===== config.mk =====
export PLATFORM = sky130hd
export DESIGN_NAME = flash_cui_host
export DESIGN_NICKNAME = d
export VERILOG_FILES = /design/src/flash_cui_host.v /design/src/flash_bus_cycle.v
export VERILOG_INCLUDE_DIRS = /design/src
export SDC_FILE = /design/constraint.sdc
export NUM_CORES = 1
export LEC_CHECK = 0
export ABC_AREA = 1
export ABC_CLOCK_PERIOD_IN_PS = 4300
export BUFFER_PORTS_ARGS = -buffer_cell sky130_fd_sc_hd__buf_4
export CAP_MARGIN = 20
export CORE_UTILIZATION = 25
export CTS_CLUSTER_DIAMETER = 120
export DETAILED_ROUTE_END_ITERATION = 12
export GPL_ROUTABILITY_DRIVEN = 0
export GPL_TIMING_DRIVEN = 0
export SLEW_MARGIN = 10
export SYNTH_ARGS = -nofsm -noshare
export SYNTH_HDL_FRONTEND = slang
export SYNTH_SLANG_ARGS = --single-unit

===== constraint.sdc =====
create_clock -name i_clk -period 4.3 [get_ports i_clk]
set_input_delay 0.43 -clock i_clk [delete_from_list [all_inputs] [get_ports i_clk]]
set_output_delay 0.43 -clock i_clk [all_outputs]
set_load 0.03 [all_outputs]

===== src/flash_cui_regs.vh =====
// constants for the flash command host: register offsets, status fields, command codes,
// operation codes and bus timing. assumes a 20 MHz system clock.
`ifndef FLASH_CUI_REGS_VH
`define FLASH_CUI_REGS_VH

// avalon register byte offsets
`define FLASH_OFF_CMD        5'h00
`define FLASH_OFF_ADDR       5'h04
`define FLASH_OFF_WDATA      5'h08
`define FLASH_OFF_STATUS     5'h0C
`define FLASH_OFF_PD         5'h10

// device command codes
`define FLASH_CMD_READ_ARRAY 8'hFF
`define FLASH_CMD_READ_ID    8'h90
`define FLASH_CMD_READ_STAT  8'h70
`define FLASH_CMD_CLEAR_STAT 8'h50
`define FLASH_CMD_PROGRAM    8'h40
`define FLASH_CMD_PROGRAM2   8'h10
`define FLASH_CMD_ERASE      8'h20
`define FLASH_CMD_CONFIRM    8'hD0
`define FLASH_CMD_SUSPEND    8'hB0
`define FLASH_CMD_PROT_SET   8'h57
`define FLASH_CMD_PROT_RESET 8'h47
`define FLASH_CMD_LOCK       8'h77
`define FLASH_CMD_TWO_BYTE   8'hFB

// confirm address of protect set/reset: a9..a8 zero, a7..a0 ones
`define FLASH_PROTECT_ADDR   10'h0FF

// compat_status_reg fields
`define FLASH_ST_READY       7
`define FLASH_ST_SUSPEND     6
`define FLASH_ST_ERASE_FAIL  5
`define FLASH_ST_PROG_FAIL   4
`define FLASH_ST_SUPPLY_LOW  3
`define FLASH_ST_MASK        8'hF8
`define FLASH_ST_CLEARABLE   8'h38

// host operation codes, written to the command register
`define FLASH_OP_READ_ARRAY  4'h0
`define FLASH_OP_READ_ID     4'h1
`define FLASH_OP_READ_STAT   4'h2
`define FLASH_OP_CLEAR_STAT  4'h3
`define FLASH_OP_PROGRAM     4'h4
`define FLASH_OP_ERASE       4'h5
`define FLASH_OP_SUSPEND     4'h6
`define FLASH_OP_RESUME      4'h7
`define FLASH_OP_PROT_SET    4'h8
`define FLASH_OP_PROT_RESET  4'h9
`define FLASH_OP_LOCK        4'hA
`define FLASH_OP_TWO_BYTE    4'hB
`define FLASH_OP_PROGRAM2    4'hC

// whole 50 ns cycles: 100 ns access, 100 ns write pulse, 550 ns power-down recovery
`define FLASH_ACC_CYC        4'h2
`define FLASH_WP_CYC         4'h2
`define FLASH_RECOVER_CYC    4'hB

`endif


===== src/flash_cui_host.v =====
// host-side controller for a byte-wide flash with a command user interface.
// software orders operations over avalon-mm; the block drives the flash pins and polls status.
`timescale 1ns/1ps
`default_nettype none
`include "flash_cui_regs.vh"

// How it works
// - read array, identifier and status modes each start with one command write.
// - byte program writes 40H or 10H, then data at the target address.
// - block erase writes 20H, then D0H at the block address.
// - if suspend did not take, resume is sent only after the next erase.
// - protect set is 57H then D0H at the protect address; loads lock bits.
// - block lock is preceded by protect reset; 77H then D0H at block.
// - after block lock, protect set is issued so the new lock applies.
// - two-byte program: FBH, first byte, then second byte at target.
// - poll steps read result bits only once bit 7 shows ready; read status loads them from a single read.
module flash_cui_host #(
    parameter AW = 19
) (
    input  wire          i_clk,
    input  wire          i_arst_n,
    input  wire          i_en,
    input  wire [4:0]    i_address,
    input  wire          i_read,
    input  wire          i_write,
    input  wire [31:0]   i_writedata,
    input  wire [3:0]    i_byteenable,
    output reg  [31:0]   o_readdata,
    output reg           o_waitrequest,
    output wire [AW-1:0] o_flash_addr,
    output wire [7:0]    o_flash_dq_out,
    output wire          o_flash_dq_oe,
    input  wire [7:0]    i_flash_dq_in,
    output wire          o_flash_ce_n,
    output wire          o_flash_oe_n,
    output wire          o_flash_we_n,
    output reg           o_power_down_pin_n,
    input  wire          i_ready_busy_pin
);

localparam [1:0] S_IDLE  = 2'h0;
localparam [1:0] S_ISSUE = 2'h1;
localparam [1:0] S_WAIT  = 2'h2;

// step entry: kind, condition, address select, data select, literal
localparam [1:0] K_WR   = 2'h0;
localparam [1:0] K_RD   = 2'h1;
localparam [1:0] K_POLL = 2'h2;
localparam [1:0] K_END  = 2'h3;
localparam [1:0] C_ALL  = 2'h0;
localparam [1:0] C_DEF  = 2'h1;
localparam [1:0] C_NDEF = 2'h2;
localparam       A_REG  = 1'b0;
localparam       A_PROT = 1'b1;
localparam [1:0] D_LIT  = 2'h0;
localparam [1:0] D_B0   = 2'h1;
localparam [1:0] D_B1   = 2'h2;
localparam [14:0] E_END = {K_END, C_ALL, A_REG, D_LIT, 8'h00};
localparam [14:0] E_RD  = {K_RD, C_ALL, A_REG, D_LIT, 8'h00};
localparam [14:0] E_POLL = {K_POLL, C_ALL, A_REG, D_LIT, 8'h00};
localparam [3:0] RECOVER_CYC = `FLASH_RECOVER_CYC;

function [14:0] step_entry;
    input [3:0] op;
    input [3:0] st;
    begin
        case ({op, st})
            {`FLASH_OP_READ_ARRAY, 4'h0}: step_entry = {K_WR, C_ALL, A_REG, D_LIT, `FLASH_CMD_READ_ARRAY};
            {`FLASH_OP_READ_ARRAY, 4'h1}: step_entry = E_RD;
            {`FLASH_OP_READ_ID, 4'h0}:    step_entry = {K_WR, C_ALL, A_REG, D_LIT, `FLASH_CMD_READ_ID};
            {`FLASH_OP_READ_ID, 4'h1}:    step_entry = E_RD;
            {`FLASH_OP_READ_STAT, 4'h0}:  step_entry = {K_WR, C_ALL, A_REG, D_LIT, `FLASH_CMD_READ_STAT};
            {`FLASH_OP_READ_STAT, 4'h1}:  step_entry = E_RD;
            {`FLASH_OP_CLEAR_STAT, 4'h0}: step_entry = {K_WR, C_ALL, A_REG, D_LIT, `FLASH_CMD_CLEAR_STAT};
            {`FLASH_OP_PROGRAM, 4'h0}:    step_entry = {K_WR, C_ALL, A_REG, D_LIT, `FLASH_CMD_PROGRAM};
            {`FLASH_OP_PROGRAM, 4'h1}:    step_entry = {K_WR, C_ALL, A_REG, D_B0, 8'h00};
            {`FLASH_OP_PROGRAM, 4'h2}:    step_entry = E_POLL;
            {`FLASH_OP_PROGRAM2, 4'h0}:   step_entry = {K_WR, C_ALL, A_REG, D_LIT, `FLASH_CMD_PROGRAM2};
            {`FLASH_OP_PROGRAM2, 4'h1}:   step_entry = {K_WR, C_ALL, A_REG, D_B0, 8'h00};
            {`FLASH_OP_PROGRAM2, 4'h2}:   step_entry = E_POLL;
            {`FLASH_OP_ERASE, 4'h0}:      step_entry = {K_WR, C_ALL, A_REG, D_LIT, `FLASH_CMD_ERASE};
            {`FLASH_OP_ERASE, 4'h1}:      step_entry = {K_WR, C_ALL, A_REG, D_LIT, `FLASH_CMD_CONFIRM};
            {`FLASH_OP_ERASE, 4'h2}:      step_entry = E_POLL;
            {`FLASH_OP_ERASE, 4'h3}:      step_entry = {K_WR, C_DEF, A_REG, D_LIT, `FLASH_CMD_CONFIRM};
            {`FLASH_OP_SUSPEND, 4'h0}:    step_entry = {K_WR, C_ALL, A_REG, D_LIT, `FLASH_CMD_SUSPEND};
            {`FLASH_OP_SUSPEND, 4'h1}:    step_entry = E_POLL;
            {`FLASH_OP_RESUME, 4'h0}:     step_entry = {K_WR, C_NDEF, A_REG, D_LIT, `FLASH_CMD_CONFIRM};
            {`FLASH_OP_PROT_SET, 4'h0}:   step_entry = {K_WR, C_ALL, A_REG, D_LIT, `FLASH_CMD_PROT_SET};
            {`FLASH_OP_PROT_SET, 4'h1}:   step_entry = {K_WR, C_ALL, A_PROT, D_LIT, `FLASH_CMD_CONFIRM};
            {`FLASH_OP_PROT_SET, 4'h2}:   step_entry = E_POLL;
            {`FLASH_OP_PROT_RESET, 4'h0}: step_entry = {K_WR, C_ALL, A_REG, D_LIT, `FLASH_CMD_PROT_RESET};
            {`FLASH_OP_PROT_RESET, 4'h1}: step_entry = {K_WR, C_ALL, A_PROT, D_LIT, `FLASH_CMD_CONFIRM};
            {`FLASH_OP_PROT_RESET, 4'h2}: step_entry = E_POLL;
            {`FLASH_OP_LOCK, 4'h0}:       step_entry = {K_WR, C_ALL, A_REG, D_LIT, `FLASH_CMD_PROT_RESET};
            {`FLASH_OP_LOCK, 4'h1}:       step_entry = {K_WR, C_ALL, A_PROT, D_LIT, `FLASH_CMD_CONFIRM};
            {`FLASH_OP_LOCK, 4'h2}:       step_entry = E_POLL;
            {`FLASH_OP_LOCK, 4'h3}:       step_entry = {K_WR, C_ALL, A_REG, D_LIT, `FLASH_CMD_LOCK};
            {`FLASH_OP_LOCK, 4'h4}:       step_entry = {K_WR, C_ALL, A_REG, D_LIT, `FLASH_CMD_CONFIRM};
            {`FLASH_OP_LOCK, 4'h5}:       step_entry = E_POLL;
            {`FLASH_OP_LOCK, 4'h6}:       step_entry = {K_WR, C_ALL, A_REG, D_LIT, `FLASH_CMD_PROT_SET};
            {`FLASH_OP_LOCK, 4'h7}:       step_entry = {K_WR, C_ALL, A_PROT, D_LIT, `FLASH_CMD_CONFIRM};
            {`FLASH_OP_LOCK, 4'h8}:       step_entry = E_POLL;
            {`FLASH_OP_TWO_BYTE, 4'h0}:   step_entry = {K_WR, C_ALL, A_REG, D_LIT, `FLASH_CMD_TWO_BYTE};
            {`FLASH_OP_TWO_BYTE, 4'h1}:   step_entry = {K_WR, C_ALL, A_REG, D_B0, 8'h00};
            {`FLASH_OP_TWO_BYTE, 4'h2}:   step_entry = {K_WR, C_ALL, A_REG, D_B1, 8'h00};
            {`FLASH_OP_TWO_BYTE, 4'h3}:   step_entry = E_POLL;
            default:                      step_entry = E_END;
        endcase
    end
endfunction

reg  [1:0]    seq_state;
reg  [3:0]    op;
reg  [3:0]    step;
reg           cyc_start;
reg           cyc_write;
reg  [AW-1:0] cyc_addr;
reg  [7:0]    cyc_data;
reg  [7:0]    status;
reg  [7:0]    read_byte;
reg           deferred;
reg           locks_loaded;
reg           refused;
reg  [3:0]    recover_cnt;
reg           pd;
reg  [AW-1:0] addr;
reg  [15:0]   wdata;
reg  [31:0]   rd_mux;
wire [7:0]    cyc_rdata;
wire          cyc_done;
wire [31:0]   be_mask;

wire [14:0] ent      = step_entry(op, step);
wire [1:0]  e_kind   = ent[14:13];
wire [1:0]  e_cond   = ent[12:11];
wire        e_asel   = ent[10];
wire [1:0]  e_dsel   = ent[9:8];
wire [7:0]  e_lit    = ent[7:0];
wire        cond_ok  = (e_cond == C_ALL) | ((e_cond == C_DEF) & deferred) | ((e_cond == C_NDEF) & ~deferred);
wire        busy     = (seq_state != S_IDLE) | pd | (recover_cnt != 4'h0);
wire        wr_take  = i_en & i_write & ~o_waitrequest;
wire        op_go    = wr_take & (i_address == `FLASH_OFF_CMD) & i_byteenable[0];
wire [AW-1:0] prot_addr = {{(AW-10){1'b0}}, `FLASH_PROTECT_ADDR};
wire [7:0]  masked_rd = cyc_rdata & `FLASH_ST_MASK;
wire [31:0] addr_merged = ({{(32-AW){1'b0}}, addr} & ~be_mask) | (i_writedata & be_mask);
wire [31:0] wdata_merged = ({16'h0000, wdata} & ~be_mask) | (i_writedata & be_mask);

genvar g;
generate
    for (g = 0; g < 4; g = g + 1) begin : g_lane
        assign be_mask[g*8 +: 8] = {8{i_byteenable[g]}};
    end
endgenerate

////////////////////////////////////////////////////////////////////////////////
// avalon slave: every access answers one cycle after it is presented
always @* begin
    case (i_address)
        `FLASH_OFF_CMD:    rd_mux = {28'h0000000, op};
        `FLASH_OFF_ADDR:   rd_mux = {{(32-AW){1'b0}}, addr};
        `FLASH_OFF_WDATA:  rd_mux = {16'h0000, wdata};
        `FLASH_OFF_STATUS: rd_mux = {10'h000, refused, (status[4] & status[5]), deferred, locks_loaded,
                                     i_ready_busy_pin, busy, read_byte, status};
        `FLASH_OFF_PD:     rd_mux = {31'h00000000, pd};
        default:           rd_mux = 32'h00000000;
    endcase
end

always @(posedge i_clk or negedge i_arst_n) begin
    if (!i_arst_n) begin
        o_waitrequest <= 1'b1;
        o_readdata    <= 32'h00000000;
        addr          <= {AW{1'b0}};
        wdata         <= 16'h0000;
        pd            <= 1'b0;
    end else if (i_en) begin
        if (!o_waitrequest) begin
            o_waitrequest <= 1'b1;
        end else if (i_read | i_write) begin
            o_waitrequest <= 1'b0;
            o_readdata    <= i_read ? rd_mux : 32'h00000000;
        end
        if (wr_take && i_address == `FLASH_OFF_ADDR) begin
            addr <= addr_merged[AW-1:0];
        end
        if (wr_take && i_address == `FLASH_OFF_WDATA) begin
            wdata <= wdata_merged[15:0];
        end
        if (wr_take && i_address == `FLASH_OFF_PD && i_byteenable[0]) begin
            pd <= i_writedata[0];
        end
    end
end

////////////////////////////////////////////////////////////////////////////////
// operation sequencer: walks the step table, one bus cycle per issued step; poll steps repeat until ready
always @(posedge i_clk or negedge i_arst_n) begin
    if (!i_arst_n) begin
        seq_state          <= S_IDLE;
        op                 <= `FLASH_OP_READ_ARRAY;
        step               <= 4'h0;
        cyc_start          <= 1'b0;
        cyc_write          <= 1'b0;
        cyc_addr           <= {AW{1'b0}};
        cyc_data           <= 8'h00;
        status             <= 8'h00;
        read_byte          <= 8'h00;
        deferred           <= 1'b0;
        locks_loaded       <= 1'b0;
        refused            <= 1'b0;
        recover_cnt        <= 4'h0;
        o_power_down_pin_n <= 1'b1;
    end else if (i_en) begin
        o_power_down_pin_n <= ~pd;
        if (op_go) begin
            refused <= busy;
        end
        if (pd) begin
            // device aborts and forgets everything while held down; mirror that here
            seq_state    <= S_IDLE;
            cyc_start    <= 1'b0;
            status       <= 8'h00;
            deferred     <= 1'b0;
            locks_loaded <= 1'b0;
            recover_cnt  <= RECOVER_CYC;
        end else begin
            if (recover_cnt != 4'h0) begin
                recover_cnt <= recover_cnt - 4'h1;
            end
            case (seq_state)
                S_IDLE: begin
                    if (op_go && !busy) begin
                        op        <= i_writedata[3:0];
                        step      <= 4'h0;
                        seq_state <= S_ISSUE;
                    end
                end
                S_ISSUE: begin
                    if (e_kind == K_END) begin
                        seq_state <= S_IDLE;
                        if (op == `FLASH_OP_PROT_SET || op == `FLASH_OP_LOCK) begin
                            locks_loaded <= 1'b1;
                        end else if (op == `FLASH_OP_PROT_RESET) begin
                            locks_loaded <= 1'b0;
                        end
                    end else if (!cond_ok) begin
                        step <= step + 4'h1;
                    end else begin
                        cyc_start <= 1'b1;
                        cyc_write <= (e_kind == K_WR);
                        cyc_addr  <= (e_asel == A_PROT) ? prot_addr : addr;
                        cyc_data  <= (e_dsel == D_B0) ? wdata[7:0] : (e_dsel == D_B1) ? wdata[15:8] : e_lit;
                        if (e_cond == C_DEF) begin
                            deferred <= 1'b0;
                        end
                        seq_state <= S_WAIT;
                    end
                end
                S_WAIT: begin
                    cyc_start <= 1'b0;
                    if (cyc_done) begin
                        seq_state <= S_ISSUE;
                        if (e_kind == K_POLL) begin
                            // keep polling until ready; result bits mean nothing before that
                            if (cyc_rdata[`FLASH_ST_READY]) begin
                                status <= masked_rd;
                                step   <= step + 4'h1;
                                if (op == `FLASH_OP_SUSPEND && !cyc_rdata[`FLASH_ST_SUSPEND]) begin
                                    deferred <= 1'b1;
                                end
                            end
                        end else begin
                            step <= step + 4'h1;
                            if (e_kind == K_RD) begin
                                read_byte <= cyc_rdata;
                                if (op == `FLASH_OP_READ_STAT) begin
                                    status <= masked_rd;
                                end
                            end else if (op == `FLASH_OP_CLEAR_STAT) begin
                                status <= status & ~`FLASH_ST_CLEARABLE;
                            end
                        end
                    end
                end
                default: seq_state <= S_IDLE;
            endcase
        end
    end
end

////////////////////////////////////////////////////////////////////////////////
flash_bus_cycle #(
    .AW        (AW),
    .STROBE_RD (`FLASH_ACC_CYC),
    .STROBE_WR (`FLASH_WP_CYC)
) u_cycle (
    .i_clk    (i_clk),
    .i_arst_n (i_arst_n),
    .i_en     (i_en),
    .i_abort  (pd),
    .i_start  (cyc_start),
    .i_write  (cyc_write),
    .i_addr   (cyc_addr),
    .i_data   (cyc_data),
    .i_dq_in  (i_flash_dq_in),
    .o_addr   (o_flash_addr),
    .o_dq_out (o_flash_dq_out),
    .o_dq_oe  (o_flash_dq_oe),
    .o_ce_n   (o_flash_ce_n),
    .o_oe_n   (o_flash_oe_n),
    .o_we_n   (o_flash_we_n),
    .o_rdata  (cyc_rdata),
    .o_done   (cyc_done)
);

endmodule // flash_cui_host
`default_nettype wire


===== src/flash_bus_cycle.v =====
// one asynchronous flash bus cycle (read or write) on the parallel pins.
// assumes the data pins are synchronous to i_clk; strobe widths are whole clock cycles.
`timescale 1ns/1ps
`default_nettype none

module flash_bus_cycle #(
    parameter AW        = 19,
    parameter STROBE_RD = 2,
    parameter STROBE_WR = 2
) (
    input  wire          i_clk,
    input  wire          i_arst_n,
    input  wire          i_en,
    input  wire          i_abort,
    input  wire          i_start,
    input  wire          i_write,
    input  wire [AW-1:0] i_addr,
    input  wire [7:0]    i_data,
    input  wire [7:0]    i_dq_in,
    output reg  [AW-1:0] o_addr,
    output reg  [7:0]    o_dq_out,
    output reg           o_dq_oe,
    output reg           o_ce_n,
    output reg           o_oe_n,
    output reg           o_we_n,
    output reg  [7:0]    o_rdata,
    output reg           o_done
);

localparam [1:0] S_IDLE   = 2'h0;
localparam [1:0] S_SETUP  = 2'h1;
localparam [1:0] S_STROBE = 2'h2;
localparam [1:0] S_HOLD   = 2'h3;
localparam [3:0] RD_LAST  = STROBE_RD - 1;
localparam [3:0] WR_LAST  = STROBE_WR - 1;

reg [1:0] state;
reg [3:0] cnt;
reg       is_wr;

////////////////////////////////////////////////////////////////////////////////
// address and data are set up one cycle before the strobe and held one after,
// so the device never sees them move while we_n or oe_n is low
always @(posedge i_clk or negedge i_arst_n) begin
    if (!i_arst_n) begin
        state    <= S_IDLE;
        cnt      <= 4'h0;
        is_wr    <= 1'b0;
        o_addr   <= {AW{1'b0}};
        o_dq_out <= 8'h00;
        o_dq_oe  <= 1'b0;
        o_ce_n   <= 1'b1;
        o_oe_n   <= 1'b1;
        o_we_n   <= 1'b1;
        o_rdata  <= 8'h00;
        o_done   <= 1'b0;
    end else if (i_en) begin
        o_done <= 1'b0;
        if (i_abort) begin
            state   <= S_IDLE;
            o_ce_n  <= 1'b1;
            o_oe_n  <= 1'b1;
            o_we_n  <= 1'b1;
            o_dq_oe <= 1'b0;
        end else begin
            case (state)
                S_IDLE: begin
                    if (i_start) begin
                        o_addr   <= i_addr;
                        o_dq_out <= i_data;
                        o_dq_oe  <= i_write;
                        is_wr    <= i_write;
                        o_ce_n   <= 1'b0;
                        state    <= S_SETUP;
                    end
                end
                S_SETUP: begin
                    o_we_n <= ~is_wr;
                    o_oe_n <= is_wr;
                    cnt    <= is_wr ? WR_LAST : RD_LAST;
                    state  <= S_STROBE;
                end
                S_STROBE: begin
                    if (cnt == 4'h0) begin
                        o_we_n <= 1'b1;
                        o_oe_n <= 1'b1;
                        if (!is_wr) begin
                            o_rdata <= i_dq_in;
                        end
                        state <= S_HOLD;
                    end else begin
                        cnt <= cnt - 4'h1;
                    end
                end
                S_HOLD: begin
                    o_ce_n  <= 1'b1;
                    o_dq_oe <= 1'b0;
                    o_done  <= 1'b1;
                    state   <= S_IDLE;
                end
                default: state <= S_IDLE;
            endcase
        end
    end
end

endmodule // flash_bus_cycle
`default_nettype wire


[Word-level counts from Yosys, hierarchy flattened]
Index checks and enable logic that the tools add are counted.
Storage, ports and cells
  memory bits (read-only): 0
  flip-flop bits (word level): 179
  bits in latches: 0
  output and inout bits: 65
  RAM bits: 0
  memories: 0
Cells by class
  shifts and indexed selects: 0
  eq/ne operators: 79
  divide/modulo/power cells: 0
  $lt $le $gt $ge: 0
  multipliers: 0
  add/subtract/negate cells: 3
  bitwise logic cells: 24
  reduce and logical (&&, ||, !) cells: 61
  mux-type cells: 68
Operators by type and width (count)
  $pmux 15 s20: 1
  $eq 8x8->1 const B: 22
  $pmux 22 s5: 1
  $eq 8x7->1 const B: 10
  $mux 8: 9
  $and 19x19->19: 2
  $mux 4: 9
  $mux 32: 1
  $mux 1: 27
  $eq 8x6->1 const B: 3
  $reduce_and 4->1: 6
  $ne 3x3->1 const B: 7
  $reduce_bool 3->1: 7
  $mux 19: 1
  $not 19->19: 1
  $or 19x19->19: 1
  $reduce_and 6->1: 3
  $and 16x16->16: 1
  $eq 8x5->1 const B: 2
  $mux 2: 8
  $or 16x16->16: 1
  $ne 3x2->1 const B: 5
  $eq 2x2->1 const B: 7
  $reduce_bool 2->1: 7
  other kinds (40): 93

[Logic depth before layout (Yosys ltp)]
Gate-level depths: netlist of run 1.
  depth in word-level cells: 11
  gate-level depth with buffers: 16

[Modules after synthesis]
From an unflattened synthesis of run 1, not the netlist that was laid out.
Second synthesis, totals
  cells, all modules: 1028
  area total of the unflattened synthesis: 8331.7 um^2
Modules (own cells, without submodules)
  flash_cui_host: cells an instance 787, area each 6157.2 um^2, instances 1
  flash_bus_cycle: cells an instance 241, area each 2174.6 um^2, instances 1

[Least setup slack after synthesis of run 1]
OpenSTA, ideal clock, no wires.
  kind: reg-to-reg
  start: register step[0]
  end: register cyc_addr[10]
  arrival time: 1.960 ns
  library setup time: 0.074 ns
  setup slack: 2.266 ns
  required time: 4.226 ns
  cell stages (with the launch flop): 17
  buffers on the path: 2
  period minus slack after synthesis: 2.034 ns
  path through: dfrtp_1 inv_1 ha_1 nand2_1 nor2_2 nand3_1 inv_1 nor2_1 nand2_1 nor2_2 nand3_4 nand3_4 inv_2 buf_6 buf_6 nand3_2 o21ai_2
On the way
  word-level cells in the longest chain between the ends: 8
Ends and longest elaborated chain
  start: declaration: line flash_cui_host.v:114  | reg [3:0] step;
  start signal: assignment: line flash_cui_host.v:247  | step <= step + 4'h1;
  start signal: assignment: line flash_cui_host.v:267  | step <= step + 4'h1;
  start signal: assignment: line flash_cui_host.v:273  | step <= step + 4'h1;
  $eq 8x8->1, or another cell as far along: line flash_cui_host.v:67  | case ({op, st})
  $reduce_or 10->1 (no line), or another cell as far along
  $pmux 15 s20 (*): line flash_cui_host.v:67
  $eq 2x1->1: line flash_cui_host.v:139  | wire cond_ok = (e_cond == C_ALL) | ((e_cond == C_DEF) & deferred) | ((e_cond == C_NDEF) & ~deferred);
  $and 1x1->1: line flash_cui_host.v:139
  $or 1x1->1 (2 in a row): line flash_cui_host.v:139
  $reduce_and 5->1 (no line)
  end signal: assignment: line flash_cui_host.v:204  | cyc_addr <= {AW{1'b0}};
  end signal: assignment: line flash_cui_host.v:251  | cyc_addr <= (e_asel == A_PROT) ? prot_addr : addr;
  end: declaration: line flash_cui_host.v:117  | reg [AW-1:0] cyc_addr;
Every way passes the cells marked *; elsewhere a longest branch is shown, timed or not.
A chain may end at the register's enable or synchronous reset.

[Worst setup path in the final report of run 1]
  start: register step[0]
  end: register cyc_data[0]
On the way
  word-level cells in the longest chain between the ends: 8
Ends and longest elaborated chain
  $eq 8x8->1, or another cell as far along: line flash_cui_host.v:67
  $reduce_or 10->1 (no line), or another cell as far along
  $pmux 15 s20 (*): line flash_cui_host.v:67
  $eq 2x1->1: line flash_cui_host.v:139
  $and 1x1->1: line flash_cui_host.v:139
  $or 1x1->1 (2 in a row): line flash_cui_host.v:139
  $reduce_and 5->1 (no line)
  end signal: assignment: line flash_cui_host.v:252  | cyc_data <= (e_dsel == D_B0) ? wdata[7:0] : (e_dsel == D_B1) ? wdata[15:8] : e_lit;
  end: declaration: line flash_cui_host.v:118  | reg [7:0] cyc_data;
Marked as above.

==> results of run 1 <==
==> worst max-delay path: cells and delay by family (launching register included) <==
family          cells  cell delay (ps)
fa+ha+maj           1              270
buf+inv             4              580
flops               1              400
simple gates        9             1060
compound gates      1              250
==> cell type report <==
type / count / area, µm² / area share (%)
sequential: 166 / 4160 / 41.34
clock buffer: 19 / 442.9 / 4.401
inverter: 145 / 544.3 / 5.408
timing repair buffer: 96 / 750.7 / 7.460
buffer: 36 / 202.7 / 2.014
tap: 435 / 544.3 / 5.408
multi-input combinational: 624 / 3296 / 32.75
clock inverter: 13 / 122.6 / 1.218
==> sequential cells by signal, summed over array words and instances (netlist names), 5 cells and up <==
signal            cells
u_cycle.o_dq_out      8
read_byte             8
cyc_data              8
addr                 19
u_cycle.o_rdata       8
cyc_addr             19
wdata                16
u_cycle.o_addr       19
o_readdata           22
status                5
==> metal layers <==
metal / wire length (µm) / global-route usage, %
met5: 0 / 0
met2: 9811 / 20.47
met3: 1868 / 3.435
met4: 287 / 3.798
met1: 11450 / 21.78
==> placed cells by master (no fill, tap or decap), drive strengths merged, types with 10 or more instances in the layout <==
cell,synthesis,final
dfrtp,161,161
buf,18,113
inv,142,146
clkbuf,18,37
a21oi,36,36
nand3,50,50
o22ai,18,18
conb,1,10
mux2,13,13
ha,16,16
nor2,83,83
clkinv,3,10
nand2,209,209
o21ai,138,138
==> report_power, final <==
part	switching (mW)	leakage [nW]	internal, mW	total [mW]
Combinational	1.42	2.40	0.763	2.18
Sequential	0.218	2.20	1.98	2.20
Clock	0.664	0.278	0.820	1.48
==> cell usage after synthesis (2+ instances only) <==
library cell,count,area (µm²)
nand2_1,203,762.0
buf_2,3,15.01
mux2_2,13,146.4
clkbuf_1,18,67.56
buf_6,3,33.78
a221oi_1,6,52.55
or2_2,2,12.51
ha_1,16,200.2
nand3_4,2,35.03
nor2_1,74,277.8
a21oi_1,35,175.2
o21ai_2,18,157.7
dfstp_2,5,131.4
nand4_1,5,31.28
dfrtp_1,161,4029
nor2_4,2,22.52
o22ai_1,18,112.6
inv_1,130,488.0
o21ai_0,117,585.6
nand3_2,9,90.09
xor2_1,2,17.52
o31ai_1,2,15.01
inv_2,12,45.04
clkinv_1,3,11.26
a211oi_1,4,30.03
nand2_2,6,37.54
o21ai_1,3,15.01
nor3_1,8,40.04
nor2_2,6,37.54
a22o_1,9,78.83
nand3_1,39,195.2
o211ai_1,5,37.54
buf_4,11,82.58
==> cells by family (layout without fill, tap and decap cells) <==
family | after synthesis | in the layout | share of synthesized area (%)
AO/OA/AOI/OAI | 224 | 224 | 16.11
XOR/XNOR | 2 | 2 | 0.2145
adder cells (fa/ha/maj) | 16 | 16 | 2.451
buffers and inverters | 181 | 309 | 9.144
flip-flops | 166 | 166 | 50.93
multiplexers | 13 | 13 | 1.792
other | 1 | 10 | 0.04590
AND/OR/NAND/NOR | 359 | 359 | 19.31
==> worst min-delay path by stage <==
stage | startpoint | depth (start not counted) | endpoint | slack, ps
2_1_floorplan | i_arst_n | 0 | addr[0] | 130
3_3_place_gp | o_power_down_pin_n | 2 | o_power_down_pin_n | 460
3_5_place_dp | i_arst_n | 1 | u_cycle.cnt[0] | 410
4_1_cts | i_writedata[16] | 2 | addr[16] | 220
5_1_grt | i_writedata[16] | 2 | addr[16] | 230
6_report | i_writedata[16] | 2 | addr[16] | 230
==> run summary, run 1 <==
vias in the first global route -> 6760
Placed Area -> 9488 µm²
non-filler cells, final -> 1534
post-route cell area -> 10060 µm²
Tcrit/Tclk final -> 61.64%
# rows -> 65
Synth Instances -> 962
Hold Crit Class -> in2reg
Layout fillers -> 3412
area delta synth->final -> 23.19%
WL final -> 23420 µm
Period minus WS final -> 2651 ps
final hold violation count -> 0
core area -> 31880 µm²
first-pass GRT wire length -> 37320 µm
critical path required time -> 4650 ps
largest net degree at the start of global routing -> 103
CTS H-tree depth -> 4
Fin Clk Skew -> 12.52 ps
GRT Overall Usage -> 14.48%
mapped cell area -> 8169 µm²
antenna violations before repair -> 0
CTS Hold Bufs -> 1
CTS clk-pin slew, worst paths -> 70 ps
DP Wirelength -> 18130 µm
Die Area -> 33400 µm²
CP peak stage delay -> 400 ps
Distinct cells, synth -> 45
fmax -> 377.3 MHz
fraction of layout cells with a size suffix above 1 -> 20.11%
# clock sinks -> 166
pwr dens -> 582.9 nW/µm²
via count -> 7014
syn avg cell area -> 8.492 µm²
Post-synth EDFFs -> 0
DR DRC count -> 0
Hold WS -> 233.1 ps
I/O Buffers -> 94
final worst slack -> 1649 ps
Lkg Pwr -> 4.880 nW
total gr overflow -> 0
antenna diode count -> 0
worst-case clock buffer depth -> 2
reg2reg setup slack -> 1650 ps
Vias/cell -> 4.572
initial core utilization -> 25.62%
post-CTS resize count -> 0
CTS Buf Count -> 17
Synth Warn # -> 0
Max Transition Viols Final -> 0
TNS Setup -> 0 ps
Cell Chain, Critical Path -> inv_1, ha_1, nand2_1, nor2_2, nand3_1, inv_1, nor2_1, nand2_1, nor2_2, nand3_4, nand3_4, inv_2, buf_4, o21ai_0, nand2_1
arrival time at the worst endpoint -> 3010 ps
crit end category -> flop
ys flop type -> dfrtp_1
DP Cell Count -> 1501
Setup Buffers After CTS -> 0
Critical-path top delay cell -> dfrtp_1
synthesized flop and latch total -> 166
RSZ-0062 raised after global routing -> no
clock root buffer -> clkbuf_16
Slew @ Worst Pin -> 770.1 ps
CP most frequent cell -> nand2_1
Seq/Total Area, Yosys -> 50.93%
Slew headroom -> 48.19%
outcome -> finished, final reports clean
FFs w/ async S/R, synth -> 100.0%
maximum resistive drop on vdd -> 300.2 µV
max-cap viol count -> 0
Die Width -> 182.8 µm
crit path to -> cyc_data[0]
final number of setup-violating endpoints -> 0
final core utilization -> 31.57%
Clk Latency, worst-skew pair -> 430 ps
CP Launch Point -> step[0]
# IOs -> 120
largest fanout on the critical path -> 10
r2r worst-path depth -> 15
pre-CTS setup slack -> 1453 ps
CP Launch Type -> flop
drt wl/cell -> 15.27 µm
DRT antenna net count -> 0
CTS tree -> done
Initial DRC Count -> 690
Reg-to-Reg Start -> step[0]
Reg-to-Reg End -> cyc_data[0]
Final #Nets -> 1157
total power -> 5.866 mW
critical path type -> reg2reg
die height -> 182.8 µm
DRT Pass-1 Iters -> 9
No activity file was read; power rests on OpenSTA's default activity.
==> run 2, diff against run 1 <==
Settings changed: ABC_CLOCK_PERIOD_IN_PS 4300 to 2700.
Clock period 4.3 ns to 2.7 ns, I/O delays scaled along.
==> run summary, run 2 (same netlist as run 1, synthesis figures left out) <==
drt wl/cell -> 15.24 µm (-0.19%)
commonest non-fill, non-tap cell in the layout -> nand2_1
CTS clk-pin slew, worst paths -> 70 ps (about the same)
Placed Area -> 9488 µm² (unchanged)
clock root buffer -> clkbuf_16
critical path type -> reg2reg
final hold violation count -> 0 (unchanged)
pwr dens -> 929.2 nW/µm² (+59%)
GRT Overall Usage -> 14.48% (unchanged)
crit end category -> flop
# IOs -> 120 (unchanged)
antenna diode count -> 0 (unchanged)
reg2reg setup slack -> 200 ps (-1450 ps)
total power -> 9.358 mW (+60%)
DP Cell Count -> 1501 (unchanged)
Reg-to-Reg Start -> step[0]
fraction of layout cells with a size suffix above 1 -> 20.20% (+0.091 points)
Die Width -> 182.8 µm (unchanged)
I/O Buffers -> 94 (unchanged)
outcome -> finished, final reports clean
final worst slack -> 202.1 ps (-1447 ps)
Initial DRC Count -> 785 (+14%)
first-pass GRT wire length -> 37320 µm (unchanged)
commonest cells after routing, fill and taps aside -> nand2_1 (203), dfrtp_1 (161), inv_1 (130)
Die Area -> 33400 µm² (unchanged)
Slew @ Worst Pin -> 762.4 ps (-7.694 ps)
Lkg Pwr -> 4.882 nW (about the same)
CTS Buf Count -> 17 (unchanged)
DR DRC count -> 0 (unchanged)
CP Launch Type -> flop
CTS tree -> done
Vias/cell -> 4.551 (-0.46%)
largest fanout on the critical path -> 10 (unchanged)
# rows -> 65 (unchanged)
Fin Clk Skew -> 14.09 ps (+1.570 ps)
critical path required time -> 2990 ps (-1660 ps)
largest net degree at the start of global routing -> 103 (unchanged)
final core utilization -> 31.59% (about the same)
startpoint of the worst hold path -> i_writedata[16]
worst-case clock buffer depth -> 2 (unchanged)
area delta synth->final -> 23.28% (about the same)
DRT antenna net count -> 0 (unchanged)
Max Transition Viols Final -> 0 (unchanged)
Hold Crit Depth -> 2 (unchanged)
Period minus WS final -> 2498 ps (-152.7 ps)
WHS Endpoint -> addr[16]
Hold WS -> 76.20 ps (-156.9 ps)
via count -> 6982 (-0.46%)
DP Wirelength -> 18130 µm (unchanged)
arrival time at the worst endpoint -> 2790 ps (-220 ps)
post-route cell area -> 10070 µm² (about the same)
Tcrit/Tclk final -> 92.52% (+31 points)
Clk Latency, worst-skew pair -> 430 ps (about the same)
max reg flops -> 22 (unchanged)
Setup Buffers After CTS -> 0 (unchanged)
RSZ-0062 raised after global routing -> no
antenna violations before repair -> 0 (unchanged)
pre-CTS setup slack -> 12.96 ps (-1440 ps)
r2r worst-path depth -> 15 (unchanged)
CTS H-tree depth -> 4 (unchanged)
vias in the first global route -> 6760 (unchanged)
WL final -> 23380 µm (-0.19%)
die height -> 182.8 µm (unchanged)
final number of setup-violating endpoints -> 0 (unchanged)
Slew headroom -> 48.71% (+0.52 points)
# clock sinks -> 166 (unchanged)
maximum resistive drop on vdd -> 475.2 µV (+58%)
non-filler cells, final -> 1534 (unchanged)
Final #Nets -> 1157 (unchanged)
Biggest register -> o_readdata
initial core utilization -> 25.62% (unchanged)
Hold Crit Class -> in2reg
fmax -> 400.3 MHz (+6.1%)
DRT Pass-1 Iters -> 5 (-4)
total gr overflow -> 0 (unchanged)
max-cap viol count -> 0 (unchanged)
core area -> 31880 µm² (unchanged)
Reg-to-Reg End -> cyc_data[0]
TNS Setup -> 0 ps (unchanged)
-- run 2: cell counts in the layout (fill, tap and decap cells not counted) --
Identical to the previous run, type by type.
-- run 2: power breakdown --
part	switching [mW]	leakage, nW	internal (mW)	total [mW]
Sequential	0.348	2.20	3.16	3.51
Combinational	2.27	2.40	1.22	3.49
Clock	1.05	0.278	1.31	2.36
Total	3.67	4.88	5.68	9.36
-- run 2: critical path, cell delays in order, from the launching register on --
cell and delay, ps:
dfrtp_1 380, inv_1 110, ha_1 270, nand2_1 130, nor2_4 60, nand3_1 140
inv_1 60, nor2_1 120, nand2_1 80, nor2_2 150, nand3_4 120, nand3_4 160
inv_2 60, buf_4 190, o21ai_1 220, nand2_1 90
-- run 2: cell type report --
| type | instances | area (µm²) |
|---|---|---|
| clock inverters | 13 | 122.6 |
| repair buffers | 96 | 750.7 |
| multi-input cells | 624 | 3303 |
| flip-flops and latches | 166 | 4160 |
| inverters | 145 | 544.3 |
| plain buffers | 36 | 202.7 |
| well taps | 435 | 544.3 |
| clock buffers | 19 | 442.9 |
| fillers | 3413 | 21810 |
-- run 2: timing repair --
| action | in CTS | in global routing |
|---|---|---|
| setup endpoints to repair | 0 | 17 |
| hold buffers | 1 | 0 |
| hold endpoints to repair | 63 | 0 |
| gates resized for setup | 0 | 3 |
-- run 2: worst max-delay path by stage --
stage / from / to / slack, ps / cells after the start
after floorplan: step[0] / cyc_addr[10] / 670 / 16
after global placement: i_en / step[1] / 30 / 13
after detailed placement: i_en / step[1] / 10 / 13
after CTS: step[0] / cyc_data[0] / 100 / 15
after global routing: step[0] / cyc_addr[13] / 3 / 16
final: step[0] / cyc_data[0] / 200 / 15
-- run 2: routing by layer --
metal | GRT usage [%] | vias to the layer above | routed length, µm
met5 | 0 | - | 0
met4 | 3.798 | 0 | 286
met3 | 3.435 | 25 | 1660
met2 | 20.47 | 240 | 9793
met1 | 21.78 | 3351 | 11640
li1 | - | 3366 | -
==> run 3, diff against run 2 <==
Settings changed: SYNTH_HIERARCHICAL from default to 1, TNS_END_PERCENT from default to 20.
==> run summary, run 3 <==
outcome -> finished, final reports clean
Critical-path top delay cell -> dfrtp_1
Simple-Gate Fraction of Synth Area -> 23.28% (+4.0 points)
Period minus WS final -> 2322 ps (-175.9 ps)
# IOs -> 120 (unchanged)
compound-cell area share of the yosys netlist -> 14.49% (-1.6 points)
Vias/cell -> 4.412 (-3.1%)
WL final -> 23730 µm (+1.5%)
area delta synth->final -> 23.43%
CP most frequent cell -> nand2_1
Synth area leader -> dfrtp_1
WHS Endpoint -> u_cycle/o_rdata[0]
total gr overflow -> 0 (unchanged)
CP Launch Type -> flop
CTS clk-pin slew, worst paths -> 70 ps (about the same)
reg2reg setup slack -> 380 ps (+180 ps)
DRT antenna net count -> 0 (unchanged)
clock root buffer -> clkbuf_16
maximum resistive drop on vdd -> 411.0 µV (-14%)
Max Transition Viols Final -> 0 (unchanged)
largest family of logic cells by synthesized area -> simple AND/OR/NAND/NOR gates
pwr dens -> 845.6 nW/µm² (-9.0%)
largest fanout on the critical path -> 8 (-2)
critical path required time -> 3000 ps (about the same)
post-synthesis mux area share -> 0.6608% (-1.1 points)
commonest non-fill, non-tap cell in the layout -> nand2_1
CTS H-tree depth -> 4 (unchanged)
most common cell in the netlist -> nand2_1
Hold Crit Depth -> 3 (+1)
# clock sinks -> 166 (unchanged)
CP peak stage delay -> 410 ps (+30 ps)
Reg-to-Reg Start -> step[0]
I/O Buffers -> 95 (+1.1%)
antenna violations before repair -> 0 (unchanged)
die height -> 184.6 µm (+0.98%)
DP Cell Count -> 1575 (+4.9%)
fmax -> 430.7 MHz (+7.6%)
Initial DRC Count -> 564 (-28%)
FFs w/ async S/R, synth -> 100.0% (unchanged)
Cell Chain, Critical Path -> inv_1, ha_1, nand2_2, nor2_4, nand3_2, inv_1, nand2_1, o21ai_1, nor2_1, nor2_1, nand2_1, nand2_1, o21ai_0
Tcrit/Tclk final -> 86.00% (-6.5 points)
Die Area -> 34060 µm² (+2.0%)
Synth Warn # -> 6 (+6)
worst-case clock buffer depth -> 2 (unchanged)
post-CTS resize count -> 0 (unchanged)
r2r worst-path depth -> 13 (-2)
Fin Clk Skew -> 8.089 ps (-6.006 ps)
mapped cell area -> 8332 µm² (+2.0%)
final core utilization -> 31.45% (-0.14 points)
Setup Buffers After CTS -> 0 (unchanged)
Post-synth EDFFs -> 0 (unchanged)
non-filler cells, final -> 1607 (+4.8%)
largest net degree at the start of global routing -> 85 (-17%)
first-pass GRT wire length -> 37850 µm (+1.4%)
DR DRC count -> 0 (unchanged)
drt wl/cell -> 14.76 µm (-3.1%)
top post-synthesis cells by area -> dfrtp_1 (48%), nand2_1 (13%), o21ai_0 (6.1%), inv_1 (5.8%), nor2_1 (3.6%)
Slew @ Worst Pin -> 656.0 ps (-106.4 ps)
Hold Crit Class -> in2reg
max-cap viol count -> 0 (unchanged)
ys flop type -> dfrtp_1
DRT Pass-1 Iters -> 6 (+1)
adder-cell share of the synthesized area -> 2.253% (-0.20 points)
CTS Buf Count -> 17 (unchanged)
arrival time at the worst endpoint -> 2630 ps (-160 ps)
Distinct cells, synth -> 44 (-2.2%)
via count -> 7090 (+1.5%)
xor-xnor portion of the synthesized cell area -> 0.1051% (-0.11 points)
Seq/Total Area, Yosys -> 49.93% (-0.99 points)
Final #Nets -> 1223 (+5.7%)
Die Width -> 184.6 µm (+0.98%)
vias in the first global route -> 6918 (+2.3%)
CTS tree -> done
Synth Instances -> 1028 (+6.9%)
crit end category -> flop
Reg-to-Reg End -> step[1]
core area -> 32700 µm² (+2.6%)
startpoint of the worst hold path -> i_flash_dq_in[0]
initial core utilization -> 25.48% (-0.15 points)
syn avg cell area -> 8.105 µm² (-4.6%)
Synth top area share -> 48.36% (-0.96 points)
most frequent cells after synthesis -> nand2_1 (293), dfrtp_1 (161), inv_1 (128)
TNS Setup -> 0 ps (unchanged)
RSZ-0062 raised after global routing -> no
GRT Overall Usage -> 14.50% (+0.024 points)
Clk Latency, worst-skew pair -> 430 ps (about the same)
Hold WS -> 53.36 ps (-22.84 ps)
fraction of layout cells with a size suffix above 1 -> 18.80% (-1.4 points)
antenna diode count -> 0 (unchanged)
CTS Hold Bufs -> 1 (unchanged)
Slew headroom -> 55.93% (+7.2 points)
final hold violation count -> 0 (unchanged)
critical path type -> reg2reg
commonest cells after routing, fill and taps aside -> nand2_1 (293), dfrtp_1 (161), inv_1 (128)
total power -> 8.696 mW (-7.1%)
Biggest register -> o_readdata
max reg flops -> 22 (unchanged)
synthesized flop and latch total -> 166 (unchanged)
DP Wirelength -> 18100 µm (-0.16%)
final number of setup-violating endpoints -> 0 (unchanged)
Lkg Pwr -> 4.989 nW (+2.2%)
# rows -> 66 (+1.5%)
-- run 3: area by class of cell --
cell class	instances	area, µm²
Clock buffer	18	439.2
Timing Repair Buffer	97	758.2
Clock inverter	13	167.7
Buffer	38	259.0
Fill cell	3528	22420
Sequential cell	166	4160
Multi-Input combinational cell	697	3436
Tap cell	442	553.0
Inverter	136	510.5
-- run 3: logic make-up (layout without fill, tap and decap cells) --
| group | count (synthesis) | count (layout) |
|---|---|---|
| compound gates | 208 | 208 |
| xor+xnor | 1 | 1 |
| fa+ha+maj | 15 | 15 |
| buf+inv | 174 | 302 |
| flops | 166 | 166 |
| mux | 5 | 5 |
| other cells | 1 | 10 |
| simple gates | 458 | 458 |
-- run 3: worst max-delay path by stage --
stage                 start          end  cells after the start
floorplan           step[0]  cyc_data[2]                     14
global placement       i_en      step[1]                     12
detailed placement     i_en      step[1]                     12
CTS                 step[0]      step[1]                     13
global route        step[0]      step[1]                     12
finish              step[0]      step[1]                     13
-- run 3: power by group --
group	internal (mW)	switching, mW	total [mW]
sequential	3.00	0.334	3.33
combinational	0.987	1.83	2.81
clock	1.49	1.06	2.55
-- run 3: per-stage QoR --
step                area, µm²  setup WS (ps)
floorplan                8366          844.3
global route            10280          168.1
detailed placement       9667          326.1
finish                  10280          377.9
CTS                     10280          401.3
global placement         9632          337.1
-- run 3: metal layers --
metal,track usage [%],vias up,share of wire (%)
li1,-,3535,-
met4,5.233,0,2.2
met3,2.509,30,3.9
met2,24.63,177,49
met1,18.37,3348,45
met5,0,-,0
-- run 3: critical path, delay by kind of cell (launching register included) --
kind	cells	cell delay, ps
compound gates	2	240
buf+inv	2	240
fa+ha+maj	1	310
flops	1	410
simple gates	8	980
